==> config.mk <==
export PLATFORM = sky130hd
export DESIGN_NAME = slc_link_regs
export DESIGN_NICKNAME = d
export VERILOG_FILES = /design/src/slc_link_regs.v
export VERILOG_INCLUDE_DIRS = /design/src /design/src/pkg
export SDC_FILE = /design/constraint.sdc
export NUM_CORES = 1
export LEC_CHECK = 0
export BUFFER_PORTS_ARGS = -buffer_cell sky130_fd_sc_hd__clkbuf_2
export CAP_MARGIN = 0
export CELL_PAD_IN_SITES_DETAIL_PLACEMENT = 1
export CELL_PAD_IN_SITES_GLOBAL_PLACEMENT = 1
export CORE_ASPECT_RATIO = 1.2
export CORE_MARGIN = 3
export CORE_UTILIZATION = 44
export CTS_BUF_LIST = sky130_fd_sc_hd__clkbuf_4 sky130_fd_sc_hd__clkbuf_8
export DETAILED_ROUTE_END_ITERATION = 12
export GPL_ROUTABILITY_DRIVEN = 0
export PLACE_DENSITY_LB_ADDON = 0.1
export SYNTH_ARGS = -nofsm -noshare
export SYNTH_HDL_FRONTEND = slang
export SYNTH_SLANG_ARGS = --single-unit
==> constraint.sdc <==
create_clock -name ref_clk -period 2.9 [get_ports ref_clk]
set_input_delay 0.435 -clock ref_clk [delete_from_list [all_inputs] [get_ports ref_clk]]
set_output_delay 0.435 -clock ref_clk [all_outputs]
set_load 0.01 [all_outputs]
==> src/pkg/slc_map.vh <==
`ifndef SLC_MAP_VH
`define SLC_MAP_VH

`define SLC_ADDR_W          10
`define SLC_OFF_KMLEN       10'h202
`define SLC_OFF_SYNC        10'h203
`define SLC_OFF_CTRL        10'h204
`define SLC_OFF_TEST        10'h205
`define SLC_OFF_ENABLE      10'h200
`define SLC_OFF_MODE        10'h201
`define SLC_OFF_STATUS      10'h210

`define SLC_RST_KMLEN       8'h1F
`define SLC_RST_K           9'h020
`define SLC_LANES_LOW       8'h0F
`define SLC_LANES_HIGH      8'hF0
`define SLC_RST_SYNC        8'h01
`define SLC_RST_CTRL        8'h03
`define SLC_RST_TEST        8'h00
`define SLC_RST_ENABLE      8'h01
`define SLC_RST_MODE        8'h02

`define SLC_CTRL_SCRAM      0
`define SLC_CTRL_FMT        1
`define SLC_CTRL_SSEL_LO    2
`define SLC_CTRL_SSEL_HI    3
`define SLC_CTRL_ALT        4
`define SLC_CTRL_MASK       8'h1F
`define SLC_TEST_MASK       8'h1F

`define SLC_SSEL_PIN        2'h0
`define SLC_SSEL_TSPIN      2'h1
`define SLC_SSEL_NONE       2'h2

`define SLC_TM_NORMAL       5'h00
`define SLC_TM_PRBS7        5'h01
`define SLC_TM_PRBS15       5'h02
`define SLC_TM_PRBS23       5'h03
`define SLC_TM_LOW          5'h0A
`define SLC_TM_HIGH         5'h0B

`define SLC_K64_NUM         16'h0100

`endif

==> src/slc_link_regs.v <==
// Function
// - Multiframe length register holds K-1, reset 0x1F.
// - 64b/66b modes use K equal 256*E/F.
// - Writing 0 to sync bit requests sync.
// - Soft request works with every sync source while enabled; stuck pin needs source 2.
// - Mapping 0: lanes 0-3 active, others off.
// - Mapping 1: lanes 4-7 active, 0-3 off.
// - Sync source: pin, timestamp pin, or none.
// - Format bit: offset binary or two's complement.
// - Scrambler bit controls 8b/10b scrambling, default on.
// - 64b/66b modes always scramble.
// - Control resets 0x03, bits 7:5 reserved.
// - Test selector bits 4:0, reset 0x00.
// - Test codes: normal, PRBS, held low/high.
// - Disabled interface holds link logic in reset.
//
// Strobed register access was decided locally.
`include "slc_map.vh"

module slc_link_regs (
  input  wire                    ref_clk,
  input  wire                    arst_n,
  input  wire [`SLC_ADDR_W-1:0]  reg_addr,
  input  wire [7:0]              reg_wdata,
  input  wire                    reg_wr,
  input  wire                    reg_rd,
  output reg  [7:0]              reg_rdata,
  input  wire                    dedicated_sync_pin_n,
  input  wire                    timestamp_pin_n,
  input  wire                    timestamp_receiver_enable,
  input  wire                    mode_is_64b66b,
  input  wire [4:0]              mode_e,
  input  wire [4:0]              mode_f,
  output reg                     serial_interface_enable,
  output reg  [7:0]              link_mode_select,
  output reg                     link_reset,
  output reg  [8:0]              effective_k,
  output reg                     sync_request,
  output reg  [7:0]              lane_power_a,
  output reg  [7:0]              lane_power_b,
  output reg                     sample_number_format,
  output reg                     scramble_active,
  output reg  [4:0]              test_mode_select,
  output reg  [2:0]              pattern_select,
  output reg                     serial_force_low,
  output reg                     serial_force_high
);

  reg  [7:0] multiframe_len_minus_one_reg;
  reg        soft_sync_request_n_reg;
  reg  [7:0] link_control_reg;
  reg  [7:0] link_test_control_reg;
  reg  [7:0] enable_reg;
  reg  [7:0] mode_reg;
  reg  [7:0] rdata_next;
  reg        pin_sync_n;
  reg  [8:0] k_next;
  wire [1:0] sync_sel;
  wire       upper_lane_mapping;
  wire       enabled;
  wire [4:0] test_code;

  // Lane enables for one link from the mapping bit; 4 lanes per half.
  function [7:0] slc_lanes;
    input alt;
    begin
      slc_lanes = alt ? `SLC_LANES_HIGH : `SLC_LANES_LOW;
    end
  endfunction

  // Only nine bits of K are kept; the legal link modes never need more.
  function [8:0] slc_k64;
    input [4:0] e;
    input [4:0] f;
    reg   [15:0] full;
    begin
      if (f == 5'h00) begin
        full = 16'h0000;
      end else begin
        full = ({11'h000, e} * `SLC_K64_NUM) / {11'h000, f};
      end
      slc_k64 = full[8:0];
    end
  endfunction

  // Matches one test-mode code; held-low and held-high both use it.
  function slc_code_is;
    input [4:0] code;
    input [4:0] want;
    begin
      slc_code_is = (code == want);
    end
  endfunction

  // Pattern generator select: 1, 2 and 3 pick the three PRBS lengths.
  function [2:0] slc_pattern;
    input [4:0] code;
    begin
      if (code == `SLC_TM_PRBS7) begin
        slc_pattern = 3'h1;
      end else if (code == `SLC_TM_PRBS15) begin
        slc_pattern = 3'h2;
      end else if (code == `SLC_TM_PRBS23) begin
        slc_pattern = 3'h3;
      end else begin
        slc_pattern = 3'h0;
      end
    end
  endfunction

  assign sync_sel           = link_control_reg[`SLC_CTRL_SSEL_HI:`SLC_CTRL_SSEL_LO];
  assign upper_lane_mapping = link_control_reg[`SLC_CTRL_ALT];
  assign enabled            = enable_reg[0];
  assign test_code          = link_test_control_reg[4:0];

  always @(posedge ref_clk or negedge arst_n) begin
    if (!arst_n) begin
      multiframe_len_minus_one_reg <= `SLC_RST_KMLEN;
      soft_sync_request_n_reg      <= 1'b1;
      link_control_reg             <= `SLC_RST_CTRL;
      link_test_control_reg        <= `SLC_RST_TEST;
      enable_reg                   <= `SLC_RST_ENABLE;
      mode_reg                     <= `SLC_RST_MODE;
    end else if (reg_wr) begin
      // Writes are taken even while enabled; keeping them legal is up to software.
      if (reg_addr == `SLC_OFF_KMLEN) begin
        multiframe_len_minus_one_reg <= reg_wdata;
      end else if (reg_addr == `SLC_OFF_SYNC) begin
        soft_sync_request_n_reg <= reg_wdata[0];
      end else if (reg_addr == `SLC_OFF_CTRL) begin
        link_control_reg <= reg_wdata & `SLC_CTRL_MASK;
      end else if (reg_addr == `SLC_OFF_TEST) begin
        link_test_control_reg <= reg_wdata & `SLC_TEST_MASK;
      end else if (reg_addr == `SLC_OFF_ENABLE) begin
        enable_reg <= {7'h00, reg_wdata[0]};
      end else if (reg_addr == `SLC_OFF_MODE) begin
        mode_reg <= reg_wdata;
      end
    end
  end

  always @* begin
    if (reg_addr == `SLC_OFF_KMLEN) begin
      rdata_next = multiframe_len_minus_one_reg;
    end else if (reg_addr == `SLC_OFF_SYNC) begin
      rdata_next = {7'h00, soft_sync_request_n_reg};
    end else if (reg_addr == `SLC_OFF_CTRL) begin
      rdata_next = link_control_reg;
    end else if (reg_addr == `SLC_OFF_TEST) begin
      rdata_next = link_test_control_reg;
    end else if (reg_addr == `SLC_OFF_ENABLE) begin
      rdata_next = enable_reg;
    end else if (reg_addr == `SLC_OFF_MODE) begin
      rdata_next = mode_reg;
    end else if (reg_addr == `SLC_OFF_STATUS) begin
      rdata_next = {3'h0, link_reset, sync_request, scramble_active, 2'h0};
    end else begin
      rdata_next = 8'h00;
    end
  end

  always @* begin
    // The pin path is ignored when no pin is selected, so a stuck pin can be escaped.
    if (sync_sel == `SLC_SSEL_PIN) begin
      pin_sync_n = dedicated_sync_pin_n;
    end else if (sync_sel == `SLC_SSEL_TSPIN) begin
      pin_sync_n = timestamp_pin_n | ~timestamp_receiver_enable;
    end else begin
      pin_sync_n = 1'b1;
    end
  end

  always @* begin
    if (mode_is_64b66b) begin
      k_next = slc_k64(mode_e, mode_f);
    end else begin
      k_next = {1'b0, multiframe_len_minus_one_reg} + 9'h001;
    end
  end

  // Each output has a flop of its own, so no decode glitch reaches the link pins.
  always @(posedge ref_clk or negedge arst_n) begin
    if (!arst_n) begin
      reg_rdata <= 8'h00;
    end else if (reg_rd) begin
      reg_rdata <= rdata_next;
    end else begin
      reg_rdata <= 8'h00;
    end
  end

  always @(posedge ref_clk or negedge arst_n) begin
    if (!arst_n) begin
      serial_interface_enable <= 1'b1;
    end else begin
      serial_interface_enable <= enabled;
    end
  end

  always @(posedge ref_clk or negedge arst_n) begin
    if (!arst_n) begin
      link_mode_select <= `SLC_RST_MODE;
    end else begin
      link_mode_select <= mode_reg;
    end
  end

  always @(posedge ref_clk or negedge arst_n) begin
    if (!arst_n) begin
      link_reset <= 1'b0;
    end else begin
      link_reset <= ~enabled;
    end
  end

  // K follows the register one cycle late, so it is settled before the link restarts.
  always @(posedge ref_clk or negedge arst_n) begin
    if (!arst_n) begin
      effective_k <= `SLC_RST_K;
    end else begin
      effective_k <= k_next;
    end
  end

  always @(posedge ref_clk or negedge arst_n) begin
    if (!arst_n) begin
      sync_request <= 1'b0;
    end else if (enabled) begin
      sync_request <= ~soft_sync_request_n_reg | ~pin_sync_n;
    end else begin
      sync_request <= 1'b0;
    end
  end

  // Lanes stay powered down while the interface is off.
  always @(posedge ref_clk or negedge arst_n) begin
    if (!arst_n) begin
      lane_power_a <= `SLC_LANES_LOW;
    end else if (enabled) begin
      lane_power_a <= slc_lanes(upper_lane_mapping);
    end else begin
      lane_power_a <= 8'h00;
    end
  end

  always @(posedge ref_clk or negedge arst_n) begin
    if (!arst_n) begin
      lane_power_b <= `SLC_LANES_LOW;
    end else if (enabled) begin
      lane_power_b <= slc_lanes(upper_lane_mapping);
    end else begin
      lane_power_b <= 8'h00;
    end
  end

  always @(posedge ref_clk or negedge arst_n) begin
    if (!arst_n) begin
      sample_number_format <= 1'b1;
    end else begin
      sample_number_format <= link_control_reg[`SLC_CTRL_FMT];
    end
  end

  always @(posedge ref_clk or negedge arst_n) begin
    if (!arst_n) begin
      scramble_active <= 1'b1;
    end else begin
      scramble_active <= mode_is_64b66b | link_control_reg[`SLC_CTRL_SCRAM];
    end
  end

  always @(posedge ref_clk or negedge arst_n) begin
    if (!arst_n) begin
      test_mode_select <= `SLC_TM_NORMAL;
    end else begin
      test_mode_select <= test_code;
    end
  end

  always @(posedge ref_clk or negedge arst_n) begin
    if (!arst_n) begin
      pattern_select <= 3'h0;
    end else begin
      pattern_select <= slc_pattern(test_code);
    end
  end

  always @(posedge ref_clk or negedge arst_n) begin
    if (!arst_n) begin
      serial_force_low <= 1'b0;
    end else if (enabled) begin
      serial_force_low <= slc_code_is(test_code, `SLC_TM_LOW);
    end else begin
      serial_force_low <= 1'b0;
    end
  end

  always @(posedge ref_clk or negedge arst_n) begin
    if (!arst_n) begin
      serial_force_high <= 1'b0;
    end else if (enabled) begin
      serial_force_high <= slc_code_is(test_code, `SLC_TM_HIGH);
    end else begin
      serial_force_high <= 1'b0;
    end
  end

endmodule

==> results of run 1 <==
synthesized netlist by cell type (all sizes together), types with 18 or more instances:
cell    count
nand2b     23
a21o       20
nor2       94
nor4       22
mux2i      19
nor3       59
nand3      25
buf        23
o21ai      56
dfrtp      53
nand2      60
ha         63
a21oi      60
xnor2      24
mux2       43
inv        25
xor2       19
clkbuf     19
o21a       25
a211oi     18
metrics by stage:
| stage | hold slack, ns | setup TNS [ns] | std cells | setup slack [ns] | util (%) |
|---|---|---|---|---|---|
| detailed placement | 0.379 | -123.35 | 1706 | -20.92 | 66.9 |
| floorplan | 0.139 | -116.51 | 1009 | -19.90 | - |
| global placement | 0.369 | -109.78 | 1706 | -18.70 | 66.9 |
logic make-up after synthesis:
family | synth area share (%)
compound gates | 28.1
simple gates | 24.8
buf+inv | 3.84
flops | 20.8
xor+xnor | 4.57
fa+ha+maj | 9.62
other cells | 0.0446
mux | 8.26
==> flow_summary_export.csv, run 1 <==
group,metric,value,unit
status,firstError,"[ERROR DPL-0033] detailed placement checks failed during check placement.",
synth,synth-seq-cells,69,
cts,postCtsHoldBufs,0,
synth,yosysTopAreaCell,"dfrtp_1",
status,haltStage,"clock tree synthesis (4_1_cts)",
synth,mappedNetlistArea,8410,sq um
cts,cts_resized,87,
synth,seq_area_frac_synth,20.8,%
synth,synth_top_area_share,15.8,%
cts,cts_sinks,69,
synth,yosys_warnings,0,
synth,synth_edf_count,0,
cts,root_buffer,"clkbuf_8",
synth,synthFlopType,"dfrtp_1",
floorplan,start_util,45.6,%
cts,cts_buffer_depth,2,
synth,async_flop_share,100,%
floorplan,die_y,157,um
placed_design,io_buffer_count,90,
placed_design,hpwlAfterDp,34000,um
cts,cts_inserted_buffers,9,
floorplan,dieWidth,132,um
status,status,"stopped before the end",
floorplan,rows,54,
floorplan,ios,92,
cts,h-tree-depth,3,
synth,synth_area_leaders,"dfrtp_1 (16%), ha_1 (9.4%), mux2_2 (5.6%), dfstp_2 (5.0%), nor2_1 (4.2%)",
synth,synthCells,1006,
synth,syn_area_per_cell,8.36,sq um
cts,post-cts-setup-buffers,109,
placed_design,place_area,12300,sq um
synth,post_synth_num_cell_types,109,
==> run 2: changes to the inputs <==
Settings changed: CELL_PAD_IN_SITES_DETAIL_PLACEMENT 1 to unset, CELL_PAD_IN_SITES_GLOBAL_PLACEMENT 1 to unset, CORE_ASPECT_RATIO 1.2 to unset, CORE_UTILIZATION 44 to 29, CTS_BUF_LIST sky130_fd_sc_hd__clkbuf_4 sky130_fd_sc_hd__clkbuf_8 to unset, PLACE_DENSITY_LB_ADDON 0.1 to 0.15.
==> flow_summary_export.csv, run 2 <==
group,metric,value,unit
setup_path,r2r_slack,1.27,ns
cells_and_area,drive_above_1_share,51.2,%
cells_and_area,final_util,49.3,%
cells_and_area,layout_common_cells,"buf_4 (491), clkbuf_2 (86), nor2_1 (81)",
cts,h-tree-depth,3,
synth,yosysTopAreaCell,"dfrtp_1",
synth,synth_most_common_cell,"nor2_1",
cts,root_buffer,"clkbuf_16",
cells_and_area,synthToLayoutAreaGrowth,65.2,%
setup_path,arrival,21.99,ns
synth,synth-seq-cells,69,
cts,cts_sinks,69,
global_route,grt_pass1_wl,49300,um
setup_path,r2r-start,"multiframe_len_minus_one_reg[0]$_DFFE_PN1P_",
status,violations,"negative setup slack",
cts,postCtsHoldBufs,0,
cells_and_area,regMostFlops,"effective_k",
floorplan,die_y,176,um
detailed_routing,viasPerCell,5.02,
synth,syn_area_per_cell,8.36,sq um
cells_and_area,fill_cells,2705,
sta,period_share,750,%
detailed_routing,avgRoutedWirePerCell,15.3,um
synth,yosys_warnings,0,
cts,cts_buffer_depth,2,
setup_path,worstSetupEndpointType,"flop",
synth,synth_area_leaders,"dfrtp_1 (16%), ha_1 (9.4%), mux2_2 (5.6%), dfstp_2 (5.0%), nor2_1 (4.2%)",
sta,tightest_slew,0.847,ns
sta,slew_headroom,43.5,%
cells_and_area,nNetsFinal,1666,
synth,synth_edf_count,0,
detailed_routing,vias,9793,
setup_path,cp_max_fo,5,
global_route,gr-total-overflow,0,
detailed_routing,wirelength,29900,um
synth,synthCells,1006,
flow_run,cap_violations,0,
synth,post_synth_num_cell_types,109,
placed_design,hpwlAfterDp,23900,um
setup_path,crit_path_start_kind,"primary input",
global_route,antenna_found_initial,0,
sta,fmax,46.0,MHz
synth,async_flop_share,100,%
cells_and_area,largest_reg_flops,9,
floorplan,placeableCoreArea,28200,sq um
hold_path,hold_class,"in -> async",
detailed_routing,drtIter0Drc,466,
detailed_routing,drc,0,
setup_path,crit_required,3.14,ns
setup_path,critPathKind,"in -> reg",
setup_path,slowest_delay,0.58,ns
sta,rsz0062_at_grt,"yes",
sta,skew,0.00572,ns
setup_path,crit_start,"mode_f[1]",
cells_and_area,final_common_cell,"buf_4",
sta,finalWorstPathRequiredPeriod,21.75,ns
cts,tritoncts,"built",
synth,ys_top_cells_by_count,"nor2_1 (93), ha_1 (63), a21oi_1 (59), nand2_1 (59)",
synth,synth_top_area_share,15.8,%
setup_path,critPathSlowestCell,"or4_4",
global_route,grt_max_degree,70,
sta,fin_ws,-18.85,ns
sta,drv_slew,0,
global_route,groute.usage.overall,19.1,%
synth,mappedNetlistArea,8410,sq um
synth,seq_area_frac_synth,20.8,%
floorplan,rows,61,
floorplan,start_util,29.8,%
status,status,"complete, but fails checks",
sta,setup_violations,9,
sta,finalHoldViolCount,0,
setup_path,path_common_cell,"buf_4",
cts,clk_pin_slew_worst_paths,0.05,ns
setup_path,reg2reg_depth,4,
cts,clock_latency,0.32,ns
detailed_routing,drtPass1Iterations,4,
sta,tns,-108.75,ns
floorplan,dieWidth,176,um
placed_design,io_buffer_count,90,
detailed_routing,antenna_left,0,
floorplan,die_area,31100,sq um
cts,cts_inserted_buffers,9,
floorplan,ios,92,
global_route,grt_pass1_vias,9739,
synth,synthFlopType,"dfrtp_1",
cells_and_area,n_antenna_cell,0,
==> run 2: cell counts after synthesis <==
No cell type changed its count.
==> run 2: cell type report <==
class / instances / area [sq um] / area share [%]
tap: 378 / 473 / 3.41
inverter: 25 / 104 / 0.748
sequential: 69 / 1750 / 12.6
clock buffer: 11 / 243 / 1.75
timing repair buffer: 588 / 4260 / 30.6
multi-input combinational: 873 / 6980 / 50.3
clock inverter: 5 / 83.8 / 0.604
==> run 2: through the flow <==
step           hold WS (ns)  setup slack [ns]  std cells  area (sq um)
3_3_place_gp          0.368            -18.81       1841         12600
3_5_place_dp          0.369            -19.50       1841         12600
6_report              0.303            -18.85       1949         13900
2_1_floorplan         0.139            -19.90       1009          8890
4_1_cts               0.336            -18.62       1925         13600
5_1_grt               0.374            -20.13       1949         13900
==> run 2: worst paths after layout <==
kind / endpoint
max in group asynchronous: effective_k[4]$_DFF_PN0_
max: effective_k[0]$_DFF_PN0_
max reg2reg: effective_k[8]$_DFF_PN0_
min reg2reg: link_mode_select[1]$_DFF_PN1_
min: link_control_reg[4]$_DFFE_PN0P_
min in group ref_clk: link_mode_select[1]$_DFF_PN1_
==> run 2: cell families (layout without fill, tap and decap cells) <==
family,count (synthesis),in the layout,share of synthesized area (%)
flip-flops,69,69,20.8
multiplexers,62,62,8.26
AND/OR/NAND/NOR,377,377,24.8
adder cells (fa/ha/maj),64,64,9.62
AO/OA/AOI/OAI,323,323,28.1
buffers and inverters,67,629,3.84
XOR/XNOR,43,43,4.57
other,1,4,0.0446
==> run 2: routing by layer <==
layer | track usage (%) | share of wire, % | up-vias
met5 | 0 | 0 | -
met4 | 2.87 | 1.2 | 0
li1 | - | - | 4981
met3 | 1.89 | 3.2 | 23
met2 | 32.9 | 48 | 177
met1 | 26.3 | 48 | 4612
==> run 2: critical path: cells and delay by family <==
kind / cells / cell delay (ns)
adders and majority gates: 13 / 3.21
and+or+nand+nor: 33 / 6.13
muxes: 4 / 1.17
buffers and inverters: 24 / 2.60
AOI/OAI and AO/OA: 54 / 8.39
==> run 2: what timing repair did <==
item                                    4_1_cts  5_1_grt
gates resized for setup                      32       29
setup buffers                                68       24
endpoints found under the setup margin        9        9
pin swaps                                    20       18
Power of run 2 is left out: the tool's default activity adds up to more than one toggle a clock period on the data nets, which glitch-free logic cannot reach.
==> run 3: changes to the inputs <==
Settings changed: PLACE_DENSITY set to 0.47, PLACE_DENSITY_LB_ADDON 0.15 to unset.
==> flow_summary_export.csv, run 3 (synthesis results as in run 2) <==
group,metric,value,unit
sta,fin_ws,-19.10,ns
global_route,gr-total-overflow,0,
global_route,groute.usage.overall,19.8,%
cells_and_area,nNetsFinal,1721,
detailed_routing,avgRoutedWirePerCell,15.6,um
detailed_routing,vias,10105,
setup_path,critPathSlowestCell,"or4_4",
sta,drv_slew,0,
setup_path,path_common_cell,"buf_4",
sta,tightest_slew,0.737,ns
setup_path,arrival,22.26,ns
placed_design,dp_worst_setup_slack,-19.55,ns
cells_and_area,drive_above_1_share,53.1,%
cts,root_buffer,"clkbuf_16",
floorplan,ios,92,
cells_and_area,layout_common_cells,"buf_4 (542), clkbuf_2 (86), nor2_1 (80)",
sta,skew,0.00565,ns
hold_path,hold_class,"in -> async",
global_route,grt_max_degree,58,
flow_run,cap_violations,0,
detailed_routing,wirelength,31300,um
sta,finalHoldViolCount,9,
floorplan,die_y,176,um
detailed_routing,antenna_left,0,
sta,finalWorstPathRequiredPeriod,22.00,ns
detailed_routing,drtPass1Iterations,5,
detailed_routing,viasPerCell,5.04,
floorplan,rows,61,
setup_path,slowest_delay,0.44,ns
cts,clock_latency,0.33,ns
floorplan,start_util,29.8,%
status,status,"complete, but fails checks",
setup_path,cp_max_fo,6,
cells_and_area,n_antenna_cell,0,
cells_and_area,fill_cells,2671,
cts,h-tree-depth,3,
cells_and_area,largest_reg_flops,9,
cts,cts_inserted_buffers,9,
sta,rsz0062_at_grt,"yes",
floorplan,die_area,31100,sq um
cells_and_area,regMostFlops,"effective_k",
sta,fmax,45.5,MHz
detailed_routing,drc,0,
cts,cts_buffer_depth,2,
placed_design,hpwlAfterDp,24400,um
setup_path,crit_required,3.15,ns
sta,hold_slack,-0.00992,ns
cts,clk_pin_slew_worst_paths,0.06,ns
setup_path,crit_path_start_kind,"primary input",
placed_design,io_buffer_count,90,
global_route,antenna_found_initial,0,
cells_and_area,synthToLayoutAreaGrowth,70.5,%
cells_and_area,final_common_cell,"buf_4",
setup_path,crit_buf_inv,45,
global_route,grt_pass1_vias,10048,
floorplan,dieWidth,176,um
cts,tritoncts,"built",
setup_path,critPathKind,"in -> reg",
global_route,grt_pass1_wl,50900,um
setup_path,worstSetupEndpointType,"flop",
floorplan,placeableCoreArea,28200,sq um
cts,cts_sinks,69,
setup_path,crit_family,"compound AO/OA/AOI/OAI gates",
sta,period_share,759,%
status,violations,"negative hold slack, negative setup slack",
sta,setup_violations,9,
detailed_routing,drtIter0Drc,394,
sta,slew_headroom,50.2,%
run 3: through the flow:
| stage | TNS, ns | area (sq um) | cells | utilization (%) | hold WS, ns |
|---|---|---|---|---|---|
| 6_report | -110.41 | 14300 | 2004 | 50.9 | -0.00992 |
| 5_1_grt | -117.96 | 14300 | 2004 | 50.9 | 0.00993 |
| 4_1_cts | -107.87 | 14100 | 1979 | 50.0 | 0.000209 |
| 3_5_place_dp | -115.01 | 12600 | 1846 | 44.8 | 0.352 |
| 3_3_place_gp | -111.45 | 12600 | 1846 | 44.8 | 0.341 |
| 2_1_floorplan | -116.51 | 8890 | 1009 | - | 0.139 |
run 3: routing by layer:
layer	GRT usage (%)	share of wire [%]	wire, um	up-vias
li1	-	-	-	5066
met1	26.7	47	14700	4828
met5	0	0	0	-
met3	1.33	2.6	829	40
met4	3.63	1.6	508	0
met2	34.9	49	15300	171
run 3: final timing paths:
check                                                       startpoint  slack [ns]                            end  cells past startpoint
max in group asynchronous                                       arst_n        2.26      scramble_active$_DFF_PN1_                      2
setup reg to reg           multiframe_len_minus_one_reg[0]$_DFFE_PN1P_        1.28       effective_k[8]$_DFF_PN0_                      4
min in group ref_clk                                      reg_wdata[7]        0.36        mode_reg[7]$_DFFE_PN0P_                      2
hold / removal                                                  arst_n       -0.01      lane_power_b[6]$_DFF_PN0_                      1
hold reg to reg                                mode_reg[1]$_DFFE_PN1P_        0.38  link_mode_select[1]$_DFF_PN1_                      0
setup / recovery                                             mode_f[1]      -19.10       effective_k[0]$_DFF_PN0_                    143
run 3: final cells by class:
type	count	area, sq um	area share (%)
Multi-Input combinational cell	873	6970	48.6
Timing Repair Buffer	643	4680	32.7
Sequential cell	69	1750	12.2
Tap cell	378	473	3.30
Clock buffer	11	253	1.76
Clock inverter	5	106	0.742
Inverter	25	101	0.707
run 3: repair_timing:
action / CTS / global route
buffers inserted: 119 / 26
pin swaps: 28 / 19
hold buffers: 0 / 0
endpoints found under the hold margin: 0 / 0
setup endpoints to repair: 9 / 9
resized for setup: 42 / 17
Power of run 3 is left out for the same reason.
==> run 4: changes to the inputs <==
Settings changed: CORE_UTILIZATION 29 to 45, CTS_BUF_LIST set to sky130_fd_sc_hd__clkbuf_4, PLACE_DENSITY 0.47 to 0.66, SETUP_SLACK_MARGIN set to 0.1.
==> flow_summary_export.csv, run 4 (synthesis results as in run 2) <==
group,metric,value,unit
status,status,"complete, but fails checks",
status,violations,"negative setup slack",
sta,setup_violations,9,
cells_and_area,drive_above_1_share,52.5,%
sta,finalWorstPathRequiredPeriod,23.15,ns
detailed_routing,drc,0,
floorplan,placeableCoreArea,18100,sq um
setup_path,path_common_cell,"o21ai_1",
cts,clock_latency,0.42,ns
setup_path,crit_required,3.21,ns
placed_design,hpwlAfterDp,22800,um
sta,skew,0.0146,ns
setup_path,crit_family,"compound AO/OA/AOI/OAI gates",
sta,rsz0062_at_grt,"yes",
detailed_routing,drtIter0Drc,1092,
cts,cts_inserted_buffers,9,
floorplan,die_area,20400,sq um
cells_and_area,fill_cells,1117,
setup_path,critPathKind,"in -> reg",
cells_and_area,fin_cells,1813,
setup_path,worstSetupEndpointType,"flop",
cells_and_area,largest_reg_flops,9,
global_route,groute.usage.overall,29.8,%
detailed_routing,antenna_left,0,
sta,drv_slew,0,
setup_path,arrival,23.46,ns
cells_and_area,final_common_cell,"buf_4",
cells_and_area,layout_common_cells,"buf_4 (470), clkbuf_2 (87), nor2_1 (79)",
global_route,grt_pass1_wl,50500,um
sta,fmax,43.2,MHz
sta,period_share,798,%
floorplan,ios,92,
detailed_routing,avgRoutedWirePerCell,20.2,um
global_route,grt_pass1_vias,10395,
detailed_routing,dr_wl_met3,2640,um
floorplan,die_y,143,um
floorplan,start_util,46.3,%
cells_and_area,final_util,76.5,%
detailed_routing,dr_wl_met2,17300,um
detailed_routing,wl_met1,14200,um
global_route,grt_max_degree,25,
detailed_routing,vias,11153,
setup_path,crit_start,"mode_f[2]",
placed_design,io_buffer_count,90,
floorplan,dieWidth,143,um
setup_path,critPathSlowestCell,"o41a_1",
hold_path,hold_start,"reg_wdata[7]",
setup_path,r2r-start,"multiframe_len_minus_one_reg[0]$_DFFE_PN1P_",
hold_path,hold_class,"in -> reg",
floorplan,rows,49,
setup_path,cp_max_fo,5,
detailed_routing,wirelength,36600,um
cts,root_buffer,"clkbuf_4",
sta,finalHoldViolCount,0,
global_route,gr-total-overflow,0,
cells_and_area,synthToLayoutAreaGrowth,65.1,%
setup_path,slowest_delay,0.51,ns
cts,cts_sinks,69,
sta,fin_ws,-20.25,ns
cts,cts_buffer_depth,2,
placed_design,dp.cells,1691,
cts,tritoncts,"built",
detailed_routing,dr.max_layer_used,"met4",
cells_and_area,regMostFlops,"effective_k",
cts,clk_pin_slew_worst_paths,0.13,ns
setup_path,crit_buf_inv,10,
sta,tns,-119.13,ns
detailed_routing,drtPass1Iterations,6,
global_route,antenna_found_initial,1,
cells_and_area,nNetsFinal,1678,
setup_path,crit_path_start_kind,"primary input",
cts,h-tree-depth,3,
sta,tightest_slew,0.882,ns
sta,slew_headroom,40.7,%
setup_path,r2r_slack,1.07,ns
flow_run,cap_violations,0,
detailed_routing,viasPerCell,6.15,
==> run 4: metal layers <==
layer | vias up | global-route usage (%)
met5 | - | 0
met4 | 0 | 8.55
met3 | 223 | 3.45
met2 | 672 | 51.9
met1 | 5253 | 38.9
li1 | 5005 | -
==> run 4: final timing paths <==
| path | cells after the start | endpoint |
|---|---|---|
| worst max register to register | 5 | effective_k[6]$_DFF_PN0_ |
| worst min-delay path | 2 | mode_reg[7]$_DFFE_PN0P_ |
| worst max-delay path | 126 | effective_k[0]$_DFF_PN0_ |
| worst min register to register | 0 | link_mode_select[1]$_DFF_PN1_ |
| max in group asynchronous | 3 | mode_reg[1]$_DFFE_PN1P_ |
| min in group asynchronous | 2 | effective_k[6]$_DFF_PN0_ |
==> run 4: metrics by stage <==
step / instance area, sq um / setup slack [ns] / hold WS [ns]
2_1_floorplan: 8890 / -19.90 / 0.139
4_1_cts: 13300 / -18.45 / 0.253
3_5_place_dp: 12400 / -19.54 / 0.369
3_3_place_gp: 12400 / -18.78 / 0.366
5_1_grt: 13900 / -21.15 / 0.259
6_report: 13900 / -20.25 / 0.269
==> run 4: layout make-up <==
cell class,instances,area [sq um],area share (%)
Clock inverter,7,105,0.758
Timing Repair Buffer,600,4450,32.0
Clock buffer,9,67.6,0.487
Tap cell,229,287,2.07
Antenna cell,1,2.50,0.0180
Multi-Input combinational cell,873,7110,51.2
Inverter,25,111,0.803
Sequential cell,69,1750,12.6
==> run 4: timing repair <==
item | CTS | global route
hold buffers | 1 | 0
setup buffers | 71 | 34
hold endpoints to repair | 12 | 0
pin swaps | 11 | 33
resized for setup | 58 | 58
setup endpoints to repair | 9 | 9
Power of run 4 is left out for the same reason.
